$ cat config.mk
export PLATFORM = sky130hd
export DESIGN_NAME = isio_top
export DESIGN_NICKNAME = d
export VERILOG_FILES = /design/src/core/isio_pkg.sv /design/src/core/isio_top.sv
export SDC_FILE = /design/constraint.sdc
export NUM_CORES = 1
export LEC_CHECK = 0
export ABC_AREA = 1
export BUFFER_PORTS_ARGS = -buffer_cell sky130_fd_sc_hd__buf_4
export CORE_MARGIN = 10
export CORE_UTILIZATION = 50
export DETAILED_ROUTE_END_ITERATION = 12
export PLACE_DENSITY = 0.79
export REMOVE_ABC_BUFFERS = 1
export SLEW_MARGIN = 10
export SYNTH_ARGS = -nofsm -noshare
export SYNTH_HDL_FRONTEND = slang
export SYNTH_SLANG_ARGS = --single-unit
export TNS_END_PERCENT = 50
$ cat constraint.sdc
create_clock -name REF_CLK -period 2.1 [get_ports REF_CLK]
set_input_delay 0.315 -clock REF_CLK [delete_from_list [all_inputs] [get_ports REF_CLK]]
set_output_delay 0.315 -clock REF_CLK [all_outputs]
set_load 0.005 [all_outputs]
$ cat src/core/isio_pkg.sv
// package: register map, fields, timing and modes of the pin block
package isio_pkg;

  typedef enum logic [1:0] {FN_PRIMARY, FN_INPUT, FN_OUTPUT} isio_fn_t;
  typedef enum logic [1:0] {OV_TRUE, OV_FALSE, OV_PWM} isio_oval_t;

  // byte addresses of the registers
  localparam logic [7:0] ADDR_CTRL = 8'h00;
  localparam logic [7:0] ADDR_OUTEN = 8'h04;
  localparam logic [7:0] ADDR_STAT = 8'h08;
  localparam logic [7:0] ADDR_PWM_PER5 = 8'h0C;
  localparam logic [7:0] ADDR_PWM_DUTY5 = 8'h10;
  localparam logic [7:0] ADDR_PWM_PER6 = 8'h14;
  localparam logic [7:0] ADDR_PWM_DUTY6 = 8'h18;

  // control register fields: pin 5 in bits 0..5, pin 6 in bits 8..12
  localparam int P5_INV = 0;
  localparam int P5_FN = 1;
  localparam int P5_OV = 3;
  localparam int P5_LATCH = 5;
  localparam int P6_INV = 8;
  localparam int P6_FN = 9;
  localparam int P6_OV = 11;
  localparam logic [31:0] CTRL_MASK = 32'h0000_1F3F;
  localparam logic [31:0] CTRL_RST = 32'h0000_0000;

  // status register fields
  localparam int ST_OUT_EN = 0;
  localparam int ST_ACTUAL = 1;
  localparam int ST_INH = 2;
  localparam int ST_PROT = 3;
  localparam int ST_PIN5 = 4;
  localparam int ST_PIN6 = 5;

  // outen register: bit 0 is 1 for on, 0 for off; bit 1 clears protection
  localparam int OE_ON = 0;
  localparam int OE_PCLR = 1;

  localparam logic [31:0] PWM_PER_RST = 32'h0000_0000;
  localparam logic [31:0] PWM_DUTY_RST = 32'h0000_0000;

  // pulse timing
  localparam int CLK_MHZ = 100;
  localparam int PULSE_MIN_US = 30;
  localparam int PULSE_MIN_CYC = PULSE_MIN_US * CLK_MHZ;
  localparam logic [15:0] PULSE_MIN_CNT = 16'(PULSE_MIN_CYC);

endpackage

$ cat src/core/isio_top.sv
// module: inhibit pin (5) and bidirectional sync-on pin (6) with apb registers
//
// Function
// - invert setting flips each pin's level both in and out
// - general output mode drives true, false or pwm
// - true drives low, or high when inverted
// - false drives high, or low when inverted
// - pwm frequency and duty come from separate settings
// - inhibit pin gates operation, in level or latched sub-mode
// - level mode: floating pin reads high and, when not inverted, leaves output alone
// - level mode, low pin, enabled: actual output zero, enable kept
// - level mode: inactive pin restores actual output by itself
// - level mode inverted: high level is the suppressing level
// - level inhibit active shows inhibit status and blocks output
// - latched mode: unconnected pin has no effect
// - latched mode: pulse while enabled clears output enable
// - latched inhibit sets protection; enable off until cleared, reenabled
// - exchanged pulses hold low level at least 30 us
// - sync-on pin is bidirectional, accepts and emits pulses
// - local off-to-on of output enable emits a sync pulse
// - sync pulse while already on changes nothing
// - sync pulse while off turns output enable on, unless protection is set
//
// The register addresses and register access over APB were left to the implementer.
`timescale 1ns/10ps
`default_nettype none

module isio_top
  import isio_pkg::*;
(
  input wire logic REF_CLK,
  input wire logic RESETN,
  input wire logic PSEL,
  input wire logic PENABLE,
  input wire logic PWRITE,
  input wire logic [7:0] PADDR,
  input wire logic [31:0] PWDATA,
  output logic [31:0] PRDATA,
  output logic PREADY,
  output logic PSLVERR,
  input wire logic PIN5_I,
  output logic PIN5_O,
  output logic PIN5_OE,
  input wire logic PIN6_I,
  output logic PIN6_O,
  output logic PIN6_OE,
  output logic OUT_ENABLE,
  output logic ACTUAL_OUTPUT,
  output logic INHIBIT_ACTIVE_INDICATOR,
  output logic INHIBIT_PROTECTION_STATUS
);
  import isio_pkg::*;

  ////////////////////////////////////////////////////////////////////////////
  // apb slave
  logic [31:0] ctrl_r;
  logic [31:0] per5_r;
  logic [31:0] duty5_r;
  logic [31:0] per6_r;
  logic [31:0] duty6_r;
  logic wr_en;
  logic rd_en;
  logic addr_ok;
  logic on_cmd;
  logic off_cmd;
  logic pclr_cmd;
  logic out_en_r;
  logic prot_r;
  logic inh_lvl;
  logic [31:0] stat;
  logic p5_s1_r;
  logic p5_s2_r;
  logic p5_s3_r;
  logic p5_lvl_r;
  logic p6_s1_r;
  logic p6_s2_r;
  logic p6_s3_r;
  logic p6_lvl_r;

  assign addr_ok = (PADDR == ADDR_CTRL) || (PADDR == ADDR_OUTEN) ||
                   (PADDR == ADDR_STAT) || (PADDR == ADDR_PWM_PER5) ||
                   (PADDR == ADDR_PWM_DUTY5) || (PADDR == ADDR_PWM_PER6) ||
                   (PADDR == ADDR_PWM_DUTY6);
  assign wr_en = PSEL && PENABLE && PWRITE && addr_ok;
  assign rd_en = PSEL && !PENABLE && !PWRITE;
  assign PREADY = 1'b1;
  assign PSLVERR = PSEL && PENABLE && !addr_ok;
  assign on_cmd = wr_en && (PADDR == ADDR_OUTEN) && PWDATA[OE_ON];
  assign off_cmd = wr_en && (PADDR == ADDR_OUTEN) && !PWDATA[OE_ON];
  assign pclr_cmd = wr_en && (PADDR == ADDR_OUTEN) && PWDATA[OE_PCLR];

  always_ff @(posedge REF_CLK or negedge RESETN)
  begin
    if (!RESETN)
      ctrl_r <= CTRL_RST;
    else if (wr_en && (PADDR == ADDR_CTRL))
      ctrl_r <= PWDATA & CTRL_MASK;
  end

  // new pwm settings apply on the next count, the period is not restarted
  always_ff @(posedge REF_CLK or negedge RESETN)
  begin
    if (!RESETN)
    begin
      per5_r <= PWM_PER_RST;
      duty5_r <= PWM_DUTY_RST;
      per6_r <= PWM_PER_RST;
      duty6_r <= PWM_DUTY_RST;
    end
    else if (wr_en)
    begin
      case (PADDR)
        ADDR_PWM_PER5: per5_r <= PWDATA;
        ADDR_PWM_DUTY5: duty5_r <= PWDATA;
        ADDR_PWM_PER6: per6_r <= PWDATA;
        ADDR_PWM_DUTY6: duty6_r <= PWDATA;
        default: ;
      endcase
    end
  end

  assign stat = {26'h000_0000, p6_lvl_r, p5_lvl_r, prot_r, inh_lvl,
                 ACTUAL_OUTPUT, out_en_r};

  // read data registered in setup so it stands through the access phase
  always_ff @(posedge REF_CLK or negedge RESETN)
  begin
    if (!RESETN)
      PRDATA <= 32'h0000_0000;
    else if (rd_en)
    begin
      case (PADDR)
        ADDR_CTRL: PRDATA <= ctrl_r;
        ADDR_OUTEN: PRDATA <= {31'h0000_0000, out_en_r};
        ADDR_STAT: PRDATA <= stat;
        ADDR_PWM_PER5: PRDATA <= per5_r;
        ADDR_PWM_DUTY5: PRDATA <= duty5_r;
        ADDR_PWM_PER6: PRDATA <= per6_r;
        ADDR_PWM_DUTY6: PRDATA <= duty6_r;
        default: PRDATA <= 32'h0000_0000;
      endcase
    end
  end

  ////////////////////////////////////////////////////////////////////////////
  // field decode
  logic inv5;
  logic inv6;
  logic latch5;
  isio_fn_t fn5;
  isio_fn_t fn6;
  isio_oval_t ov5;
  isio_oval_t ov6;

  assign inv5 = ctrl_r[P5_INV];
  assign inv6 = ctrl_r[P6_INV];
  assign latch5 = ctrl_r[P5_LATCH];
  assign fn5 = isio_fn_t'(ctrl_r[P5_FN +: 2]);
  assign fn6 = isio_fn_t'(ctrl_r[P6_FN +: 2]);
  assign ov5 = isio_oval_t'(ctrl_r[P5_OV +: 2]);
  assign ov6 = isio_oval_t'(ctrl_r[P6_OV +: 2]);

  ////////////////////////////////////////////////////////////////////////////
  // pin input synchronisers; a change counts once stages 2 and 3 agree
  // reset high matches the pulled-up idle pin, so no false edge after reset
  always_ff @(posedge REF_CLK or negedge RESETN)
  begin
    if (!RESETN)
    begin
      p5_s1_r <= 1'b1;
      p5_s2_r <= 1'b1;
      p5_s3_r <= 1'b1;
      p5_lvl_r <= 1'b1;
    end
    else
    begin
      p5_s1_r <= PIN5_I;
      p5_s2_r <= p5_s1_r;
      p5_s3_r <= p5_s2_r;
      if (p5_s2_r == p5_s3_r)
        p5_lvl_r <= p5_s3_r;
    end
  end

  always_ff @(posedge REF_CLK or negedge RESETN)
  begin
    if (!RESETN)
    begin
      p6_s1_r <= 1'b1;
      p6_s2_r <= 1'b1;
      p6_s3_r <= 1'b1;
      p6_lvl_r <= 1'b1;
    end
    else
    begin
      p6_s1_r <= PIN6_I;
      p6_s2_r <= p6_s1_r;
      p6_s3_r <= p6_s2_r;
      if (p6_s2_r == p6_s3_r)
        p6_lvl_r <= p6_s3_r;
    end
  end

  // active = low without inversion, high with it; a floating pin pulls high
  logic act5;
  logic act6;
  assign act5 = p5_lvl_r ^ ~inv5;
  assign act6 = p6_lvl_r ^ ~inv6;

  ////////////////////////////////////////////////////////////////////////////
  // pulse detectors: active long enough, then back to idle
  logic [15:0] w5_r;
  logic [15:0] w6_r;
  logic pulse5;
  logic pulse6;

  always_ff @(posedge REF_CLK or negedge RESETN)
  begin
    if (!RESETN)
    begin
      w5_r <= 16'h0000;
      w6_r <= 16'h0000;
    end
    else
    begin
      if (!act5)
        w5_r <= 16'h0000;
      else if (w5_r != PULSE_MIN_CNT)
        w5_r <= w5_r + 16'h0001;
      if (!act6 || PIN6_OE)
        w6_r <= 16'h0000;
      else if (w6_r != PULSE_MIN_CNT)
        w6_r <= w6_r + 16'h0001;
    end
  end

  // the own emitted pulse is masked so it is not read back as a remote one
  assign pulse5 = !act5 && (w5_r == PULSE_MIN_CNT);
  assign pulse6 = !act6 && !PIN6_OE && (w6_r == PULSE_MIN_CNT);

  ////////////////////////////////////////////////////////////////////////////
  // output enable and protection
  logic latch_hit;
  logic sync_hit;
  assign latch_hit = (fn5 == FN_PRIMARY) && latch5 && pulse5 &&
                     out_en_r;
  assign sync_hit = (fn6 == FN_PRIMARY) && pulse6 && !out_en_r;
  assign inh_lvl = (fn5 == FN_PRIMARY) && !latch5 && act5;

  always_ff @(posedge REF_CLK or negedge RESETN)
  begin
    if (!RESETN)
      prot_r <= 1'b0;
    else if (latch_hit)
      prot_r <= 1'b1;
    else if (pclr_cmd)
      prot_r <= 1'b0;
  end

  logic on_ok;
  logic emit_req;
  assign on_ok = on_cmd && !prot_r && !latch_hit;
  assign emit_req = on_ok && !out_en_r && (fn6 == FN_PRIMARY);

  always_ff @(posedge REF_CLK or negedge RESETN)
  begin
    if (!RESETN)
      out_en_r <= 1'b0;
    else if (latch_hit || off_cmd)
      out_en_r <= 1'b0;
    else if (on_ok || (sync_hit && !prot_r))
      out_en_r <= 1'b1;
  end

  assign OUT_ENABLE = out_en_r;
  assign ACTUAL_OUTPUT = out_en_r && !inh_lvl;
  assign INHIBIT_ACTIVE_INDICATOR = inh_lvl;
  assign INHIBIT_PROTECTION_STATUS = prot_r;

  ////////////////////////////////////////////////////////////////////////////
  // sync-on pulse emitter: drives the active level for the minimum width
  logic [15:0] emit_r;
  always_ff @(posedge REF_CLK or negedge RESETN)
  begin
    if (!RESETN)
      emit_r <= 16'h0000;
    else if (emit_req && emit_r == 16'h0000)
      emit_r <= PULSE_MIN_CNT;
    else if (emit_r != 16'h0000)
      emit_r <= emit_r - 16'h0001;
  end

  ////////////////////////////////////////////////////////////////////////////
  // pwm generators
  logic [31:0] pc5_r;
  logic [31:0] pc6_r;
  always_ff @(posedge REF_CLK or negedge RESETN)
  begin
    if (!RESETN)
      pc5_r <= 32'h0000_0000;
    else if (pc5_r >= per5_r)
      pc5_r <= 32'h0000_0000;
    else
      pc5_r <= pc5_r + 32'h0000_0001;
  end

  always_ff @(posedge REF_CLK or negedge RESETN)
  begin
    if (!RESETN)
      pc6_r <= 32'h0000_0000;
    else if (pc6_r >= per6_r)
      pc6_r <= 32'h0000_0000;
    else
      pc6_r <= pc6_r + 32'h0000_0001;
  end

  // logical 1 means active (low without inversion)
  logic val5;
  logic val6;
  always_comb
  begin
    case (ov5)
      OV_TRUE: val5 = 1'b1;
      OV_FALSE: val5 = 1'b0;
      OV_PWM: val5 = (pc5_r < duty5_r);
      default: val5 = 1'b0;
    endcase
  end

  always_comb
  begin
    case (ov6)
      OV_TRUE: val6 = 1'b1;
      OV_FALSE: val6 = 1'b0;
      OV_PWM: val6 = (pc6_r < duty6_r);
      default: val6 = 1'b0;
    endcase
  end

  ////////////////////////////////////////////////////////////////////////////
  // pin drivers, registered
  always_ff @(posedge REF_CLK or negedge RESETN)
  begin
    if (!RESETN)
    begin
      PIN5_O <= 1'b1;
      PIN5_OE <= 1'b0;
    end
    else
    begin
      PIN5_OE <= (fn5 == FN_OUTPUT);
      PIN5_O <= ~val5 ^ inv5;
    end
  end

  // except in output mode or during a sync pulse the driver is off and the far pull-up sets the line
  always_ff @(posedge REF_CLK or negedge RESETN)
  begin
    if (!RESETN)
    begin
      PIN6_O <= 1'b1;
      PIN6_OE <= 1'b0;
    end
    else if (fn6 == FN_OUTPUT)
    begin
      PIN6_OE <= 1'b1;
      PIN6_O <= ~val6 ^ inv6;
    end
    else
    begin
      PIN6_OE <= (fn6 == FN_PRIMARY) && (emit_r != 16'h0000);
      PIN6_O <= inv6;
    end
  end

endmodule

`default_nettype wire

## Word-level counts from Yosys, hierarchy flattened

Cells that the tools add are included.

- Add/sub/neg operators: 5
- Multiply operators: 0
- Divide/modulo/power cells: 0
- Order comparisons: 4
- Equality and inequality tests: 17
- Shift-type cells: 0
- Multiplexer cells: 17
- Bitwise gates (word level): 8
- Reductions and logical operators: 65

Operator list:

| cell | number |
|---|---|
| 32-bit one-hot mux with 7 select lines | 1 |
| 16-bit 2-to-1 mux | 6 |
| 32-bit by 1-bit adder with 32-bit output (second input constant) | 2 |
| 32-bit >= comparator | 2 |
| 32-bit less-than comparator | 2 |
| 32-bit 2-to-1 mux | 2 |
| 16-bit by 1-bit adder with 16-bit output (second input constant) | 2 |
| 16-bit by 12-bit equality test with 1-bit output (second input constant) | 2 |
| 16-bit by 12-bit inequality test with 1-bit output (second input constant) | 2 |
| 1-bit logical AND | 29 |
| 8-bit by 5-bit equality test with 1-bit output (second input constant) | 3 |
| 8-bit by 4-bit equality test with 1-bit output (second input constant) | 2 |
| 16-bit logical NOT | 1 |
| 16-bit nonzero test | 1 |
| 16-bit by 1-bit subtractor with 16-bit output (second input constant) | 1 |
| 1-bit logical NOT | 12 |
| 1-bit logical OR | 9 |
| 2-bit equality test (second input constant) | 4 |
| 8-bit by 3-bit equality test with 1-bit output (second input constant) | 1 |
| 2-bit logical NOT | 4 |
| 8-bit logical NOT | 1 |
| 2-bit AND reduction | 4 |
| 2-bit nonzero test | 4 |
| 1-bit 2-to-1 mux | 6 |
| 5 further kinds | 13 |

- Register bits: 297
- Bits in latches: 0
- Bits in writable memories: 0
- ROM bits: 0
- Bits of input ports: 47
- Output and inout port bits: 42
- Word-level logic and storage cells: 141
- Memories: 0

## Longest topological paths before layout

Gate-level depths: netlist of run 1.

- Depth after elaboration: 16
- Mapped depth: 15
- Gate-level depth less buffers: 15

## Worst setup path after synthesis of run 1

Ideal clock, no wire load.

- Path kind: register -> register
- Start: reg pc5_r[23]
- End: reg pc5_r[11]
- Setup time: 0.121 ns
- Arrival: 1.697 ns
- Required time: 1.979 ns
- Slack: 0.283 ns
- Cell stages (with the launch flop): 10
- Path buffers: 1
- Clock period less this slack: 1.817 ns
- Cells stage by stage: dfrtp_1 -> ha_1 -> nand2_1 -> inv_1 -> nand3_1 -> nor4_1 -> nand4_1 -> nand3_1 -> buf_2 -> nor2_1

- Longest elaborated chain between the ends: 2

Ends and longest elaborated chain:

| item | RTL line | text |
|---|---|---|
| start: declaration | isio_top.sv:295 | `logic [31:0] pc5_r;` |
| start signal: assignment | isio_top.sv:304 | `pc5_r <= pc5_r + 32'h0000_0001;` |
| 32-bit >= comparator | isio_top.sv:301 | `else if (pc5_r >= per5_r)` |
| 32-bit 2-to-1 mux | isio_top.sv:301 |  |

No other way between the ends.
A chain may end at the register's enable or synchronous reset.

## Worst setup path in the final report of run 1

- Start: reg pc6_r[17]
- End: reg PIN6_O

- Longest elaborated chain between the ends: 5

Ends and longest elaborated chain:

| item | RTL line | text |
|---|---|---|
| start: declaration | isio_top.sv:296 | `logic [31:0] pc6_r;` |
| start signal: assignment | isio_top.sv:314 | `pc6_r <= pc6_r + 32'h0000_0001;` |
| 32-bit less-than comparator | isio_top.sv:335 | `OV_PWM: val6 = (pc6_r < duty6_r);` |
| 1-bit one-hot mux with 2 select lines | isio_top.sv:332 | `case (ov6)` |
| 1-bit inverter | isio_top.sv:367 | `PIN6_O <= ~val6 ^ inv6;` |
| 1-bit bitwise XOR | isio_top.sv:367 |  |
| 1-bit 2-to-1 mux | isio_top.sv:364 | `else if (fn6 == FN_OUTPUT)` |
| end signal: assignment | isio_top.sv:367 |  |
| end signal: assignment | isio_top.sv:372 | `PIN6_O <= inv6;` |
| end: declaration | isio_top.sv:45 | `output logic PIN6_O,` |

No other way between the ends.

==> results.sh, run 1 <==
export IMPL_outcome="complete, no violations"
export IMPL_rr_worst_depth=10
export IMPL_worstSetupPathType="flip-flop to flip-flop"
export IMPL_grt_ovfl_total=0
export IMPL_clkSinkCount=297
export IMPL_cp_max_fo=5
export IMPL_coreArea_um2=33360
export IMPL_ir_drop_uv=458.0
export IMPL_synth_async_reset_ratio=1.000
export IMPL_pin_count=89
export IMPL_worst_skew_pair_late_latency_ns=0.51
export IMPL_seq_area_frac_synth=0.4434
export IMPL_cts_root_buf="clkbuf_16"
export IMPL_reg2reg_from="pc6_r[17]"
export IMPL_drtAntennaViolNets=0
export IMPL_port_buffers=87
export IMPL_synth_area_leaders="dfrtp_1 (43%), ha_1 (9.9%), nand2_1 (9.2%)"
export IMPL_crit_end="PIN6_O"
export IMPL_globalplace_congestion=0.9397
export IMPL_die_h_um=203.2
export IMPL_syn_to_final_growth_pct=17.01
export IMPL_final_max_slew_viol_count=0
export IMPL_start_util=0.5032
export IMPL_leakage_nw=9.187
export IMPL_drc=0
export IMPL_drtIter0Drc=1231
export IMPL_grt_pass1_wl_mm=75.96
export IMPL_cts_tree="built"
export IMPL_synthDistinctLibCells=49
export IMPL_hold_viol_final=0
export IMPL_r2r_setup_slack_ns=0.08
export IMPL_grt_max_degree=65
export IMPL_synth_edf_count=0
export IMPL_slew_headroom=0.5850
export IMPL_dp_hpwl_mm=34.05
export IMPL_layout_drive_gt1_share=0.1286
export IMPL_clock_skew_ns=0.01769
export IMPL_fmax_mhz=495.2
export IMPL_arrival_ns=2.47
export IMPL_synth_warnings=0
export IMPL_finalCriticalPeriod_ns=2.019
export IMPL_yosys_top_cells_count="nand2_1 (413), inv_1 (308), dfrtp_1 (287)"
export IMPL_die_area_um2=41310
export IMPL_startpoint="pc6_r[17]"
export IMPL_cts_buffers_inserted=34
export IMPL_r2r_end="PIN6_O"
export IMPL_yosysMostFrequentCell="nand2_1"
export IMPL_avgSynthCellArea_um2=8.131
export IMPL_dr_pass1_iters=8
export IMPL_cap_violations=0
export IMPL_worstMarginPinSlew_ns=0.6225
export IMPL_rows=67
export IMPL_first_global_vias=14954
export IMPL_rsz0062_at_grt="yes"
export IMPL_grt_usage=0.2231
export IMPL_synth_area_um2=16790
export IMPL_critPathRequiredTime_ns=2.55
export IMPL_htreeDepth=2
export IMPL_powerDensity_nw_per_um2=616.4
export IMPL_antenna_cells=0
export IMPL_startpoint_type="flip-flop"
export IMPL_hold_path_class="input pin to flip-flop"
export IMPL_wl_per_cell_um=17.42
export IMPL_clockBufferDepth=3
export IMPL_synth_ff_type="dfrtp_1"
export IMPL_netlist_instances=2065
export IMPL_whs_ns=0.09249
export IMPL_clkTransAtPathRegs_ns=0.06
export IMPL_die_w_um=203.2
export IMPL_min_period_over_period=0.9615
export IMPL_vias=14944
export IMPL_power_mw=12.11
export IMPL_grt_antenna_before_repair=0
export IMPL_fin_nets=2381
export IMPL_yosys_register_bits=297
export IMPL_finalSetupViolations=0
export IMPL_yosys_area_top_type="dfrtp_1"
export IMPL_synth_top_area_share=0.4278
export IMPL_end_kind="flip-flop"
export IMPL_viasPerCell=5.593
export IMPL_wirelength_mm=46.54
worst max-delay path, stage by stage (launching register included):
cell	delay, ns
dfrtp_1	0.45
ha_1	0.34
a21oi_1	0.22
o21ai_0	0.13
nand2_1	0.08
nand3_1	0.06
a21oi_1	0.31
nand3_1	0.17
nand3_1	0.10
nand2_1	0.05
nand2_1	0.06
routing by layer:
metal / vias to the layer above / track usage / share of wire
met5: - / 0 / 0
met4: 0 / 0.08926 / 0.035
met3: 121 / 0.03300 / 0.067
met2: 564 / 0.3683 / 0.48
met1: 7196 / 0.2897 / 0.42
li1: 7063 / - / -
placed cells by master, fill, tap and decap left out, types with 3 or more instances in the layout:
master and n:
buf_4 132, nor2_2 19, o21a_1 3, a21oi_1 85
xnor2_1 17, buf_12 12, nand2_1 413, clkbuf_1 4
nand2_4 4, clkbuf_8 7, nor3_2 6, o21ai_1 47
nor2_1 163, a31oi_1 3, dfstp_2 10, nand2_2 8
clkinvlp_4 3, nand3_2 5, nand3_1 65, inv_1 307
o21ai_0 176, buf_6 5, nand4_1 43, ha_1 132
nor2_4 4, nor4_1 16, nor3_1 45, dfrtp_1 286
inv_2 8, clkbuf_16 35, dlygate4sd3_1 3, o211ai_1 5
o22ai_1 62, clkinv_2 7, xor2_1 47
cells by family after synthesis:
group                    Yosys count  share of synthesized area
XOR/XNOR                          65                    0.03391
other                              1                  0.0002233
adder cells (fa/ha/maj)          135                     0.1003
AND/OR/NAND/NOR                  808                     0.2134
AO/OA/AOI/OAI                    390                     0.1242
buffers and inverters            369                    0.08466
flip-flops                       297                     0.4434
power breakdown:
part / total (mW) / internal [mW] / switching (mW)
logic: 0.403 / 0.129 / 0.274
registers: 5.77 / 5.75 / 0.0163
clock network: 5.94 / 3.55 / 2.39
total: 12.1 / 9.43 / 2.68
flip-flops by register name (all words and copies together) (netlist names), 11 cells and up:
| register | count |
|---|---|
| emit_r | 16 |
| per6_r | 32 |
| w6_r | 16 |
| pc5_r | 32 |
| ctrl_r | 11 |
| duty5_r | 32 |
| duty6_r | 32 |
| pc6_r | 32 |
| PRDATA | 32 |
| w5_r | 16 |
| per5_r | 32 |
area by class of cell:
| class | count | area [um2] |
|---|---|---|
| Fill cell | 2919 | 13720 |
| Multi-Input combinational cell | 1399 | 8001 |
| Inverter | 316 | 1187 |
| Tap cell | 448 | 560.5 |
| Clock inverter | 13 | 130.1 |
| Sequential cell | 297 | 7446 |
| Clock buffer | 46 | 987.2 |
| Timing Repair Buffer | 153 | 1333 |
how the worst min path moves through the flow:
stage	startpoint	depth (start not counted)	slack, ns	endpoint
detailed placement	RESETN	1	0.24	per5_r[25]
CTS	PWDATA[14]	3	0.08	per5_r[14]
global placement	RESETN	1	0.25	duty5_r[19]
finish	PWDATA[14]	3	0.09	per5_r[14]
floorplan	RESETN	0	0.02	INHIBIT_PROTECTION_STATUS
global route	PWDATA[30]	3	0.11	per5_r[30]
what timing repair did:
action,in CTS,in global routing
setup endpoints to repair,4,71
hold buffers,3,0
buffers inserted,0,3
gates resized for setup,2,23
hold endpoints to repair,38,0
pin swaps,0,3
cloned,0,0
through the flow:
| step | utilization | setup WS, ns | cell area [um2] | TNS [ns] | std cells |
|---|---|---|---|---|---|
| floorplan | - | -0.2897 | 16560 | -11.70 | 2012 |
| global placement | 0.5510 | -0.06566 | 18380 | -0.06566 | 2607 |
| detailed placement | 0.5510 | -0.07508 | 18380 | -0.07508 | 2607 |
| CTS | 0.5857 | 0.01994 | 19540 | 0 | 2669 |
| global route | 0.5888 | -0.03132 | 19650 | -0.07632 | 2672 |
| finish | 0.5888 | 0.08078 | 19650 | 0 | 2672 |
(Power assumes the default switching activity.)
==> run 2, diff against run 1 <==
--- a/config.mk
+++ b/config.mk
@@ -5,7 +5,6 @@
 export SDC_FILE = /design/constraint.sdc
 export NUM_CORES = 1
 export LEC_CHECK = 0
-export ABC_AREA = 1
 export BUFFER_PORTS_ARGS = -buffer_cell sky130_fd_sc_hd__buf_4
 export CORE_MARGIN = 10
 export CORE_UTILIZATION = 50
==> results.sh, run 2 <==
export IMPL_outcome="complete, but fails checks"
export IMPL_violations="negative setup slack"
export IMPL_power_mw=13.30
export IMPL_grt_usage=0.2382
export IMPL_finalWorstSetupSlack_ns=-0.1536
export IMPL_startpoint_type="flip-flop"
export IMPL_cts_buffers_inserted=34
export IMPL_dp_worst_setup_slack_ns=-0.2537
export IMPL_grt_pass1_wl_mm=75.13
export IMPL_globalplace_congestion=0.8950
export IMPL_fin_area_um2=20900
export IMPL_synth_area_leaders="dfrtp_1 (45%), ha_1 (10%), nand2_1 (4.4%)"
export IMPL_synth_top_area_share=0.4499
export IMPL_final_cell_mix="dfrtp_1 (286), buf_4 (258), nand2_1 (187), inv_1 (139), o21ai_0 (110)"
export IMPL_fmax_mhz=443.7
export IMPL_port_buffers=87
export IMPL_hold_viol_final=0
export IMPL_rsz0062_at_grt="yes"
export IMPL_htreeDepth=2
export IMPL_place_area_um2=18370
export IMPL_clkSinkCount=297
export IMPL_yosys_register_bits=297
export IMPL_dp_cells=2253
export IMPL_synthDistinctLibCells=67
export IMPL_pin_count=89
export IMPL_end_kind="flip-flop"
export IMPL_cts_root_buf="clkbuf_16"
export IMPL_worstSetupPathType="flip-flop to flip-flop"
export IMPL_min_period_over_period=1.073
export IMPL_synth_async_reset_ratio=1.000
export IMPL_final_util=0.6624
export IMPL_fin_cells=2344
export IMPL_yosysMostFrequentCell="dfrtp_1"
export IMPL_cts_tree="built"
export IMPL_syn_to_final_growth_pct=30.93
export IMPL_clkTransAtPathRegs_ns=0.06
export IMPL_powerDensity_nw_per_um2=636.5
export IMPL_yosys_top_cells_count="dfrtp_1 (287), nand2_1 (189), inv_1 (145)"
export IMPL_drc=0
export IMPL_slew_headroom=0.5861
export IMPL_clock_skew_ns=0.02966
export IMPL_die_h_um=198.7
export IMPL_hold_path_class="input pin to flip-flop"
export IMPL_whs_ns=0.02852
export IMPL_critPathRequiredTime_ns=2.55
export IMPL_cp_max_fo=8
export IMPL_synth_ff_type="dfrtp_1"
export IMPL_start_util=0.5059
export IMPL_finalCriticalPeriod_ns=2.254
export IMPL_die_w_um=198.7
export IMPL_drtIter0Drc=1681
export IMPL_final_common_cell="dfrtp_1"
export IMPL_finalSetupViolations=65
export IMPL_drtAntennaViolNets=0
export IMPL_fin_setup_tns_ns=-4.010
export IMPL_worst_skew_pair_late_latency_ns=0.53
export IMPL_grt_ovfl_total=0
export IMPL_antenna_cells=0
export IMPL_ir_drop_uv=547.0
export IMPL_wl_per_cell_um=21.34
export IMPL_dr_pass1_iters=13
export IMPL_dp_hpwl_mm=31.77
export IMPL_layout_drive_gt1_share=0.2827
export IMPL_grt_antenna_before_repair=0
export IMPL_clockBufferDepth=3
export IMPL_die_area_um2=39480
export IMPL_first_global_vias=14015
export IMPL_arrival_ns=2.70
export IMPL_worstMarginPinSlew_ns=0.6209
export IMPL_leakage_nw=9.808
export IMPL_netlist_instances=1660
export IMPL_viasPerCell=6.116
export IMPL_rows=65
export IMPL_vias=14335
export IMPL_synth_edf_count=0
export IMPL_seq_area_frac_synth=0.4663
export IMPL_avgSynthCellArea_um2=9.617
export IMPL_final_max_slew_viol_count=0
export IMPL_grt_max_degree=65
export IMPL_synth_area_um2=15960
export IMPL_fin_nets=2099
export IMPL_wirelength_mm=50.02
export IMPL_yosys_area_top_type="dfrtp_1"
export IMPL_cap_violations=0
export IMPL_nFillCells=2169
export IMPL_coreArea_um2=31560
export IMPL_synth_warnings=0
==> run 2: cell count changes in the layout (fill, tap and decap cells not counted), sizes merged, moves of 24 or more <==
cell   change
nor2      -45
nand3     -24
mux2      +43
a31oi     +38
and3      +25
nand2    -236
a21oi     -43
o22ai     -59
inv      -172
buf      +134
o21ai    -107
==> run 2: cells by family (layout without fill, tap and decap cells) <==
kind of cell             Yosys count  after routing  share of synthesized area
AO/OA/AOI/OAI                    310            310                     0.1242
multiplexers                      45             45                    0.03159
XOR/XNOR                          94             94                    0.05157
AND/OR/NAND/NOR                  567            567                     0.1695
adder cells (fa/ha/maj)          135            135                     0.1055
buffers and inverters            211            493                    0.05110
flip-flops                       297            297                     0.4663
other                              1              1                  0.0002349
==> run 2: repair_timing <==
item	CTS	global route
cloned	6	0
hold buffers	3	0
endpoints found under the setup margin	70	77
buffers inserted	17	10
pin swaps	65	46
resized for setup	130	100
endpoints found under the hold margin	52	0
==> run 2: cell type report <==
| cell class | instances | area, um2 | share of cell area |
|---|---|---|---|
| sequential | 297 | 7446 | 0.3562 |
| multi-input combinational | 1152 | 8820 | 0.4220 |
| tap | 402 | 503.0 | 0.02406 |
| clock inverter | 9 | 95.09 | 0.004550 |
| timing repair buffer | 289 | 2501 | 0.1197 |
| clock buffer | 50 | 992.2 | 0.04747 |
| inverter | 145 | 544.3 | 0.02604 |
==> run 2: final timing paths <==
path                       startpoint     endpoint  slack, ns  cells after the start
max                         per5_r[0]     pc5_r[1]      -0.15                      9
min                        PWDATA[27]  duty5_r[27]       0.03                      3
max reg2reg                 per5_r[0]     pc5_r[1]      -0.15                      9
min reg2reg                   p6_s1_r      p6_s2_r       0.36                      0
max in group asynchronous      RESETN   duty6_r[7]       0.97                      3
min in group asynchronous      RESETN    PRDATA[2]       0.33                      2
==> run 2: layer usage <==
layer	routed length, um	global-route usage	up-vias	part of all wire
met2	24570	0.4025	850	0.49
met5	0	0	-	0
met3	4161	0.03363	181	0.083
met1	18870	0.3020	6968	0.38
met4	2422	0.09381	0	0.048
li1	-	-	6336	-
==> run 2: critical path, stage by stage (launching register included) <==
cell and delay, ns:
dfrtp_1 0.43, ha_1 0.31, nand2b_4 0.14, a211oi_2 0.25, o21ai_2 0.12, a211oi_4 0.36, o22ai_4 0.18, buf_6 0.17
buf_16 0.16, nor2_4 0.08
==> run 2: power breakdown <==
| part | leakage, nW | internal (mW) | switching (mW) | total, mW |
|---|---|---|---|---|
| Sequential | 3.48 | 6.02 | 0.278 | 6.29 |
| Combinational | 5.79 | 0.555 | 0.603 | 1.16 |
| Clock | 0.533 | 3.41 | 2.44 | 5.85 |
| Total | 9.81 | 9.98 | 3.32 | 13.3 |
